[src/common/gpio_pkg.sv]
// Shared constants and types for the general-purpose pin port.
package gpio_pkg;

  // Port geometry: two banks of sixteen pins each.
  localparam int PIN_COUNT    = 32;
  localparam int BANK_PINS    = 16;
  localparam int BANK1_LSB    = 16;
  localparam int DATA_W       = 32;
  localparam int STRB_W       = DATA_W / 8;
  localparam int BYTE_W       = 8;
  localparam int ADDR_W       = 4;
  localparam int WORD_LSB     = 2;

  // Byte addresses of the registers on the bus.
  localparam logic [ADDR_W-1:0] OFFSET_DIRECTION    = 4'h0;
  localparam logic [ADDR_W-1:0] OFFSET_OUTPUT_RAISE = 4'h4;
  localparam logic [ADDR_W-1:0] OFFSET_OUTPUT_CLEAR = 4'h8;
  localparam logic [ADDR_W-1:0] OFFSET_PIN_LEVEL    = 4'hC;

  // Reset values: every pin starts as an input and drives low.
  localparam logic [PIN_COUNT-1:0] RESET_DIRECTION   = 32'hFFFFFFFF;
  localparam logic [PIN_COUNT-1:0] RESET_DRIVE_STATE = 32'h00000000;
  localparam logic [PIN_COUNT-1:0] RESET_PIN_LEVEL   = 32'h00000000;
  localparam logic [DATA_W-1:0]    READ_ZERO         = 32'h00000000;

  // A direction bit of this value makes the pin an output.
  localparam logic DIR_OUTPUT = 1'b0;

  // AXI response codes.
  localparam logic [1:0] RESP_OKAY   = 2'h0;
  localparam logic [1:0] RESP_SLVERR = 2'h2;

  // Register selected by an address.
  typedef enum logic [2:0] {
    SEL_DIRECTION,
    SEL_OUTPUT_RAISE,
    SEL_OUTPUT_CLEAR,
    SEL_PIN_LEVEL,
    SEL_NONE
  } reg_sel_t;

endpackage

[src/hw/pin_sync.sv]
`timescale 1ns/100ps
`default_nettype none

// Three-stage synchroniser for the pin inputs; a level change is accepted
// once the second and third stages agree on it.
module pin_sync #(
  parameter int WIDTH = 32
) (
  input  wire logic             clk,     // Peripheral clock.
  input  wire logic             reset_n, // Synchronous reset, active low.
  input  wire logic [WIDTH-1:0] raw,     // Asynchronous pin levels.
  output logic      [WIDTH-1:0] level    // Filtered, synchronised levels.
);

  typedef struct packed {
    logic [WIDTH-1:0] stage1;
    logic [WIDTH-1:0] stage2;
    logic [WIDTH-1:0] stage3;
    logic [WIDTH-1:0] level;
  } sync_state_t;

  sync_state_t state;
  sync_state_t next_state;

  // Shift the stages and accept bits on which stages two and three agree.
  always_comb begin
    next_state        = state;
    next_state.stage1 = raw;
    next_state.stage2 = state.stage1;
    next_state.stage3 = state.stage2;
    for (int i = 0; i < WIDTH; i++) begin
      if (state.stage2[i] == state.stage3[i]) begin
        next_state.level[i] = state.stage3[i];
      end
    end
  end

  // Register the synchroniser state; everything clears to low at reset.
  always_ff @(posedge clk) begin
    if (!reset_n) begin
      state <= '0;
    end else begin
      state <= next_state;
    end
  end

  assign level = state.level;

endmodule

`default_nettype wire

[src/hw/gpio_clear_input.sv]
`timescale 1ns/100ps
`default_nettype none

module gpio_clear_input
  import gpio_pkg::*;
(
  input  wire logic                 clk,           // Peripheral clock, 10 MHz.
  input  wire logic                 reset_n,       // Synchronous reset, active low.
  // AXI4-Lite write address channel.
  input  wire logic [ADDR_W-1:0]    s_axi_awaddr,  // Write byte address.
  input  wire logic [2:0]           s_axi_awprot,  // Protection, unused.
  input  wire logic                 s_axi_awvalid, // Write address valid.
  output logic                      s_axi_awready, // Write address ready.
  // AXI4-Lite write data channel.
  input  wire logic [DATA_W-1:0]    s_axi_wdata,   // Write data.
  input  wire logic [STRB_W-1:0]    s_axi_wstrb,   // Byte lane strobes.
  input  wire logic                 s_axi_wvalid,  // Write data valid.
  output logic                      s_axi_wready,  // Write data ready.
  // AXI4-Lite write response channel.
  output logic [1:0]                s_axi_bresp,   // Write response.
  output logic                      s_axi_bvalid,  // Write response valid.
  input  wire logic                 s_axi_bready,  // Write response ready.
  // AXI4-Lite read address channel.
  input  wire logic [ADDR_W-1:0]    s_axi_araddr,  // Read byte address.
  input  wire logic [2:0]           s_axi_arprot,  // Protection, unused.
  input  wire logic                 s_axi_arvalid, // Read address valid.
  output logic                      s_axi_arready, // Read address ready.
  // AXI4-Lite read data channel.
  output logic [DATA_W-1:0]         s_axi_rdata,   // Read data.
  output logic [1:0]                s_axi_rresp,   // Read response.
  output logic                      s_axi_rvalid,  // Read data valid.
  input  wire logic                 s_axi_rready,  // Read data ready.
  // General-purpose pins.
  input  wire logic [PIN_COUNT-1:0] pin_in,        // Level seen on each pin.
  output logic      [PIN_COUNT-1:0] pin_out,       // Level driven on each pin.
  output logic      [PIN_COUNT-1:0] pin_oe         // High while the pin is driven.
);

  // Register map, one aligned 32-bit word each: direction at byte 0x0, raise at
  // 0x4, clear at 0x8 and pin level at 0xC. Any other address is answered with
  // a slave error and changes nothing, so a stray access shows up in software.
  //
  // Timing: a write takes effect at the edge at which the later of its address
  // and data is taken, and its response rises at that same edge. A read samples
  // its source at the edge at which the address is taken, so read data always
  // show the state from before any write completing at that edge.
  //
  // Raise and clear share one drive state, so software never needs a
  // read-modify-write to move one pin; that is why both words read it back.

  // All state of the block in one record. The bus slave keeps a parked write
  // address and data item, the two response registers and the read word; the
  // pin side keeps the direction word and the shared drive state.
  typedef struct packed {
    logic                  aw_held;
    logic [ADDR_W-1:0]     aw_addr;
    logic                  w_held;
    logic [DATA_W-1:0]     w_data;
    logic [STRB_W-1:0]     w_strb;
    logic                  bvalid;
    logic [1:0]            bresp;
    logic                  rvalid;
    logic [DATA_W-1:0]     rdata;
    logic [1:0]            rresp;
    logic [PIN_COUNT-1:0]  direction_bit;
    logic [PIN_COUNT-1:0]  drive_state;
  } port_state_t;

  port_state_t state;
  port_state_t next_state;

  // Per-pin views of the state.
  logic [PIN_COUNT-1:0] synced_level;
  logic [PIN_COUNT-1:0] pin_level_word;
  logic [PIN_COUNT-1:0] output_clear_word;
  logic [PIN_COUNT-1:0] output_mask;

  // Bus decode and handshake terms.
  logic                 aw_fire;
  logic                 w_fire;
  logic                 ar_fire;
  logic                 write_go;
  logic [ADDR_W-1:0]    write_addr;
  logic [DATA_W-1:0]    write_data;
  logic [STRB_W-1:0]    write_strb;
  logic [DATA_W-1:0]    write_bits;
  reg_sel_t             write_sel;
  reg_sel_t             read_sel;

  // Decodes a byte address to the register it selects. The low two bits must
  // be zero: an unaligned address falls to the default and is refused, rather
  // than aliasing onto the word that contains it.
  function automatic reg_sel_t decode_addr(input logic [ADDR_W-1:0] addr);
    reg_sel_t sel;
    sel = SEL_NONE;
    unique case (addr)
      OFFSET_DIRECTION:    sel = SEL_DIRECTION;
      OFFSET_OUTPUT_RAISE: sel = SEL_OUTPUT_RAISE;
      OFFSET_OUTPUT_CLEAR: sel = SEL_OUTPUT_CLEAR;
      OFFSET_PIN_LEVEL:    sel = SEL_PIN_LEVEL;
      default:             sel = SEL_NONE;
    endcase
    return sel;
  endfunction

  // Expands byte strobes into a per-bit mask. Byte lanes left off by the master
  // keep their old contents in the direction word and have no effect on the
  // raise and clear words, so a narrow write touches only its own pins.
  function automatic logic [DATA_W-1:0] strobe_mask(input logic [STRB_W-1:0] strb);
    logic [DATA_W-1:0] mask;
    mask = '0;
    for (int b = 0; b < STRB_W; b++) begin
      mask[b*BYTE_W +: BYTE_W] = {BYTE_W{strb[b]}};
    end
    return mask;
  endfunction

  // Pin inputs cross into the clock domain through three stages. Only input
  // pins use this path; the extra latency of a few cycles is the price of never
  // letting a metastable level reach the read data.
  pin_sync #(
    .WIDTH (PIN_COUNT)
  ) u_pin_sync (
    .clk     (clk),
    .reset_n (reset_n),
    .raw     (pin_in),
    .level   (synced_level)
  );

  // Output pins are those whose direction bit selects output. The enable is a
  // plain inversion of a register, so it changes only at a clock edge.
  assign output_mask = ~state.direction_bit;

  // Bit n of both words serves pin n, so bank 1 sits above bank 0.
  // Bank 0 holds pins 0 to 15 and bank 1 pins 16 to 31; there is no gap or
  // reordering between them, so one 32-bit word covers both banks.
  // bank bit mapping
  assign output_clear_word = state.drive_state;

  // An output pin reads back its own drive state without the synchroniser
  // delay, so software sees a value it has just written at once. An input pin
  // reads the filtered level, which lags the pin by four edges.
  // per-pin level source
  generate
    for (genvar n = 0; n < PIN_COUNT; n++) begin : g_level
      assign pin_level_word[n] = (state.direction_bit[n] == DIR_OUTPUT) ?
                                 state.drive_state[n] : synced_level[n];
    end
  endgenerate

  // Bus handshakes; a new request waits until the previous answer is taken.
  // Closing the write channels while a response is pending keeps at most one
  // write in flight, so the response registers never need a queue. The read
  // channel is independent and may overlap a write.
  assign s_axi_awready = !state.aw_held && !state.bvalid;
  assign s_axi_wready  = !state.w_held && !state.bvalid;
  assign s_axi_arready = !state.rvalid;
  assign aw_fire       = s_axi_awvalid && s_axi_awready;
  assign w_fire        = s_axi_wvalid && s_axi_wready;
  assign ar_fire       = s_axi_arvalid && s_axi_arready;

  // A write runs in the cycle in which both address and data are present.
  // Either half may arrive first; the early one is parked in the state record
  // and its ready drops until the partner arrives, which keeps it from being
  // overwritten by a second item on the same channel.
  assign write_go   = (state.aw_held || aw_fire) && (state.w_held || w_fire);
  assign write_addr = state.aw_held ? state.aw_addr : s_axi_awaddr;
  assign write_data = state.w_held ? state.w_data : s_axi_wdata;
  assign write_strb = state.w_held ? state.w_strb : s_axi_wstrb;
  assign write_bits = write_data & strobe_mask(write_strb);
  assign write_sel  = decode_addr(write_addr);
  assign read_sel   = decode_addr(s_axi_araddr);

  // Next-state logic for the bus slave and the pin registers. Every field
  // starts from its present value, so anything not named below holds.
  always_comb begin
    next_state = state;

    // Hold an address or data item that arrives before its partner. An item
    // that arrives together with its partner is used directly and not parked.
    if (aw_fire && !write_go) begin
      next_state.aw_held = 1'b1;
      next_state.aw_addr = s_axi_awaddr;
    end
    if (w_fire && !write_go) begin
      next_state.w_held = 1'b1;
      next_state.w_data = s_axi_wdata;
      next_state.w_strb = s_axi_wstrb;
    end

    // Retire the write response once the master accepts it. No new write can
    // complete in the same cycle, since both write readies are low meanwhile.
    if (state.bvalid && s_axi_bready) begin
      next_state.bvalid = 1'b0;
    end

    // Carry out a complete write and raise its response. Raise and clear both
    // mask their bits with the output pins, so an input pin keeps its stored
    // drive state and picks it up again once it is turned into an output.
    if (write_go) begin
      next_state.aw_held = 1'b0;
      next_state.w_held  = 1'b0;
      next_state.bvalid  = 1'b1;
      next_state.bresp   = RESP_OKAY;
      unique case (write_sel)
        SEL_DIRECTION: begin
          next_state.direction_bit = (state.direction_bit & ~strobe_mask(write_strb)) | write_bits;
        end
        SEL_OUTPUT_RAISE: begin
          next_state.drive_state = state.drive_state | (write_bits & output_mask);
        end
        SEL_OUTPUT_CLEAR: begin
          next_state.drive_state = state.drive_state & ~(write_bits & output_mask);
        end
        SEL_PIN_LEVEL: begin
          next_state.bresp = RESP_OKAY;
        end
        SEL_NONE: begin
          // Unmapped address: refuse without effect.
          next_state.bresp = RESP_SLVERR;
        end
      endcase
    end

    // Retire the read data once the master accepts it. The address ready is
    // low while data are pending, so a retire and a capture never collide.
    if (state.rvalid && s_axi_rready) begin
      next_state.rvalid = 1'b0;
    end

    // Capture the read data at the cycle the address is taken. The data are
    // registered and held with the valid flag, so a slow master sees a stable
    // word however long it keeps ready low.
    if (ar_fire) begin
      next_state.rvalid = 1'b1;
      next_state.rresp  = RESP_OKAY;
      unique case (read_sel)
        SEL_DIRECTION: begin
          next_state.rdata = state.direction_bit;
        end
        SEL_OUTPUT_RAISE: begin
          // The raise word reads back the same drive state.
          next_state.rdata = state.drive_state;
        end
        SEL_OUTPUT_CLEAR: begin
          next_state.rdata = output_clear_word;
        end
        SEL_PIN_LEVEL: begin
          next_state.rdata = pin_level_word;
        end
        SEL_NONE: begin
          // Unmapped address: refuse and return zero.
          next_state.rdata = READ_ZERO;
          next_state.rresp = RESP_SLVERR;
        end
      endcase
    end
  end

  // Register the whole state; reset makes every pin an input driving low.
  // The reset is synchronous, so the clock must run while it is held; the
  // bus readies are combinational and already high during reset.
  always_ff @(posedge clk) begin
    if (!reset_n) begin
      state               <= '0;
      state.direction_bit <= RESET_DIRECTION;
      state.drive_state   <= RESET_DRIVE_STATE;
    end else begin
      state <= next_state;
    end
  end

  // Pins are driven from the stored drive state while they are outputs.
  // The pin value is presented even while the enable is low; the pad passes
  // it on only when the enable is high, so the value is harmless there.
  assign pin_out      = state.drive_state;
  assign pin_oe       = output_mask;
  assign s_axi_bvalid = state.bvalid;
  assign s_axi_bresp  = state.bresp;
  assign s_axi_rvalid = state.rvalid;
  assign s_axi_rdata  = state.rdata;
  assign s_axi_rresp  = state.rresp;

endmodule

`default_nettype wire

[config.mk]
export PLATFORM = sky130hd
export DESIGN_NAME = gpio_clear_input
export DESIGN_NICKNAME = d
export VERILOG_FILES = /design/src/common/gpio_pkg.sv /design/src/hw/pin_sync.sv /design/src/hw/gpio_clear_input.sv
export SDC_FILE = /design/constraint.sdc
export NUM_CORES = 1
export LEC_CHECK = 0
export ABC_AREA = 0
export ABC_CLOCK_PERIOD_IN_PS = 1700
export BUFFER_PORTS_ARGS = -buffer_cell sky130_fd_sc_hd__buf_2
export CAP_MARGIN = 0
export CORE_UTILIZATION = 40
export DETAILED_ROUTE_END_ITERATION = 7
export HOLD_SLACK_MARGIN = 0.06
export MAX_ROUTING_LAYER = met4
export PLACE_DENSITY = 0.71
export SETUP_SLACK_MARGIN = 0.3
export SYNTH_ARGS = -nofsm -noshare
export SYNTH_HDL_FRONTEND = slang
export SYNTH_SLANG_ARGS = --single-unit
[constraint.sdc]
create_clock -name clk -period 1.7 [get_ports clk]
set_input_delay 0.085 -clock clk [delete_from_list [all_inputs] [get_ports clk]]
set_output_delay 0.085 -clock clk [all_outputs]
set_load 0.005 [all_outputs]
-- After elaboration in Yosys (flattened, before gate mapping)
Index checks and enable logic that the tools add are counted.
Widths: inputs -> output; s select.
- bits of input ports: 89
- register bits after elaboration: 272
- bitwise operators: 10
- mux-type cells: 45
- reduce and logical (&&, ||, !) cells: 28
- equal/unequal tests: 45
- operators by type and width (cell ; number):
    $and 32x32->32 ; 4
    $pmux 32 s4 ; 1
    $not 32->32 ; 3
    $or 32x32->32 ; 2
    $pmux 32 s2 ; 1
    $mux 35 ; 1
    $mux 1 ; 34
    $eq 1x1->1 ; 32
    $mux 32 ; 1
    $pmux 3 s4 ; 2
    $eq 4x4->1 const B ; 4
    $logic_and 1x1->1 ; 10
    $eq 3x2->1 const B ; 3
    $eq 4x3->1 const B ; 2
    $logic_not 4->1 ; 2
    $mux 4 ; 2
    $eq 3x1->1 const B ; 2
    $eq 3x3->1 const B ; 2
    $logic_not 3->1 ; 2
    $reduce_bool 2->1 ; 3
    $logic_not 1->1 ; 5
    $mux 2 ; 2
    $reduce_and 2->1 ; 2
    $reduce_or 2->1 ; 2
    3 further kinds ; 4

-- Depth between registers and ports, before layout
- depth in word-level cells: 7
- depth in mapped cells: 7
- gate-level depth less buffers: 4

-- Modules after synthesis
A second synthesis with hierarchy kept.
- cell total of the unflattened synthesis: 1236
- area, all modules: 11404.7 um^2
- by module, submodules not included (module ; area an instance (um^2) ; sequential area each (um^2) ; times used ; cells an instance):
    gpio_clear_input ; 7375.8 ; 2842.7 ; 1 ; 870
    pin_sync ; 4028.9 ; 2562.5 ; 1 ; 366

-- Worst setup path before layout
Ideal clock, no wire load.
- path kind: flip-flop to flip-flop
- start point: register state[143] (netlist bit)
- end point: register (tool-made name)
- arrival: 1.694 ns
- cell stages (with the launch flop): 7
- library setup time: 0.095 ns
- setup slack: -0.089 ns
- buffers on the path: 2
- cells stage by stage: dfxtp_1 -> buf_6 -> or3_1 -> a211o_1 -> or2_0 -> buf_2 -> o311ai_1
- RTL lines (element ; line ; text):
    start: declaration ; gpio_clear_input.sv:69 ; port_state_t state;
    start signal: assignment ; gpio_clear_input.sv:269 ; state <= next_state;

==> flow_summary.toml <==
[logic_synthesis]
synth_edf_count = 0
synth_cells = 1203
ys_top_cells_by_area = "dfxtp_1, mux2i_1, nand2_1, and2_1, a21boi_0"
syn_area_um2 = 10900
synth_top_area_share_pct = 49.6
seq_area_frac_synth_pct = 49.6
ys_warn_count = 0
synth_area_per_cell_um2 = 9.05
synthArstFlopShare_pct = 0
yosysTopAreaCell = "dfxtp_1"
synth.distinct_cells = 36
synthFlopType = "dfxtp_1"
ys_ff_latch = 270

[critical_path]
crit_path_end_kind = "register"
startpoint_type = "register"
cp_max_fo = 12
required_ps = 2100
worst-setup-path-type = "register to register"
worstPathArrival_ps = 2210

[timing]
final_max_slew_viol_count = 0
setup_viol = 54
hold_viol_final = 0
fin_setup_tns_ps = -3070
hold_ws_ps = 216
layout_min_cycle_time_ps = 1820
rsz0062_at_grt = "yes"
min_period_over_period_pct = 107
timing.final.ws_setup_ps = -116
finClkSkew_ps = 9.65
max_freq_mhz = 551

[finish]
antennaDiodeCount = 0
design_area_um2 = 14600
drive_gt1_share_pct = 26.4
syn_to_final_growth_pct = 33.8
final_cell_mix = "dfxtp_1, buf_2, nand2_1, and2_1, dlygate4sd3_1"
nFillCells = 2348
num-nets-final = 1508
final-instance-count-excl-fill = 1778
final_common_cell = "dfxtp_1"

[power_and_ir_drop]
ir_worst_vdd_mv = 0.641
power_density_nw_per_um2 = 984
leakage_nw = 6.42

[placement]
post_dp_cell_area_um2 = 11900
port_buffers = 185
dpl_worst_slack_ps = -271
hpwl_um = 19700
placedCellCount = 1621
gp_congestion = 0.890

[detailed_routing]
wl_per_cell_um = 17.5
drtAntennaViolNets = 0
routed_via_density = 5.21
met3WireLength_um = 2580
wl_met1_um = 12900
routed_wl_um = 31200
dr_wl_met2_um = 14900
route.detailed.drc = 0
first_pass_iters = 6
via_count = 9264
drt_iter0_markers = 659
highest_layer = "met4"

[floorplanning]
die_width_um = 167
dieArea_um2 = 27900
die_height_um = 167
initial_core_util_pct = 40.6
io_pins = 194
rows = 60
core_um2 = 26800

[global_route]
grt_start_max_net_pins = 67
grt_pass1_wl_um = 46300
grt_pass1_vias = 8765
gr-usage-all-layers_pct = 21.4
gr-total-overflow = 0
antenna_found_initial = 0

[outcome]
violations = "setup timing"
status = "finished with violations"

[cts]
cts_num_sinks = 270
clk_latency_ps = 530
cts_htree_levels = 1
clockBufferDepth = 3
cts_root_buffer = "clkbuf_16"
cts_buffers = 28
cts_tree = "done"
clk_pin_slew_worst_paths_ps = 60

[flow_run]
cap_viol_max_count = 0

[worst_hold_path]
hp-class = "primary input to register"
## worst paths after layout
path | from | end | slack (ps) | cells past startpoint
setup / recovery | state[143] | register | -120 | 5
hold / removal | s_axi_awaddr[0] | s_axi_bresp[1] | 220 | 5
setup reg to reg | state[143] | register | -120 | 5
hold reg to reg | u_pin_sync.next_state[95] | u_pin_sync.next_state[63] | 430 | 1
## Yosys cell counts (all sizes together) (3+ instances only)
cell,count
dfxtp,270
nand2,171
and2,98
o21ai,98
buf,78
mux2i,72
clkbuf,71
a21boi,70
a21o,36
inv,35
a21oi,34
nand3,33
a32oi,32
nor2,31
o211ai,24
nor3,11
o311ai,8
nor2b,5
or2,4
nor3b,3
## layout make-up
type / count / area (um^2) / share of cell area, %
clock inverter: 7 / 51.3 / 0.352
tap: 341 / 427 / 2.93
clock buffer: 41 / 831 / 5.70
inverter: 35 / 131 / 0.902
sequential: 270 / 5410 / 37.2
multi-input combinational: 752 / 5130 / 35.2
timing repair buffer: 332 / 2580 / 17.7
## per-stage QoR
stage	util, %	total power [mW]
after floorplan	-	7.62
after global placement	44.5	8.05
after detailed placement	44.5	8.08
after CTS	51.7	14.2
after global routing	54.3	14.9
final	54.3	14.3
## cell families (layout without fill, tap and decap cells)
family                 Yosys count  count (layout)  synth area share (%)
multiplexers                    72              72                  6.62
buffers and inverters          184             415                  8.85
AO/OA/AOI/OAI                  310             311                  18.8
other                            1               2                0.0344
flip-flops                     270             270                  49.6
XOR/XNOR                         2               2                 0.161
AND/OR/NAND/NOR                364             365                  15.9
## metal layers
metal / up-vias / GRT usage, %
li1: 4464 / -
met1: 4406 / 26.0
met2: 334 / 35.3
met3: 60 / 4.75
met4: 0 / 6.24
met5: - / -
## critical path: stages, from the launching register on
cell and delay, ps:
dfxtp_4 370, or3b_4 410, a211o_4 380, buf_4 200, o21ai_2 190, o311ai_2 130
## timing repair
item / CTS / global route
endpoints found under the setup margin: 110 / 114
cloned: 1 / 8
pin swaps: 9 / 10
resized for setup: 31 / 165
hold buffers: 93 / 0
setup buffers: 1 / 6
hold endpoints to repair: 140 / 0
## power by group
part           total, mW  leakage (nW)  internal [mW]  switching (mW)
Sequential          6.69          2.21           6.56           0.135
Clock               5.86         0.429           3.38            2.49
Combinational       1.77          3.78          0.832           0.937
Total               14.3          6.42           10.8            3.56
No activity file was read; power rests on OpenSTA's default activity.
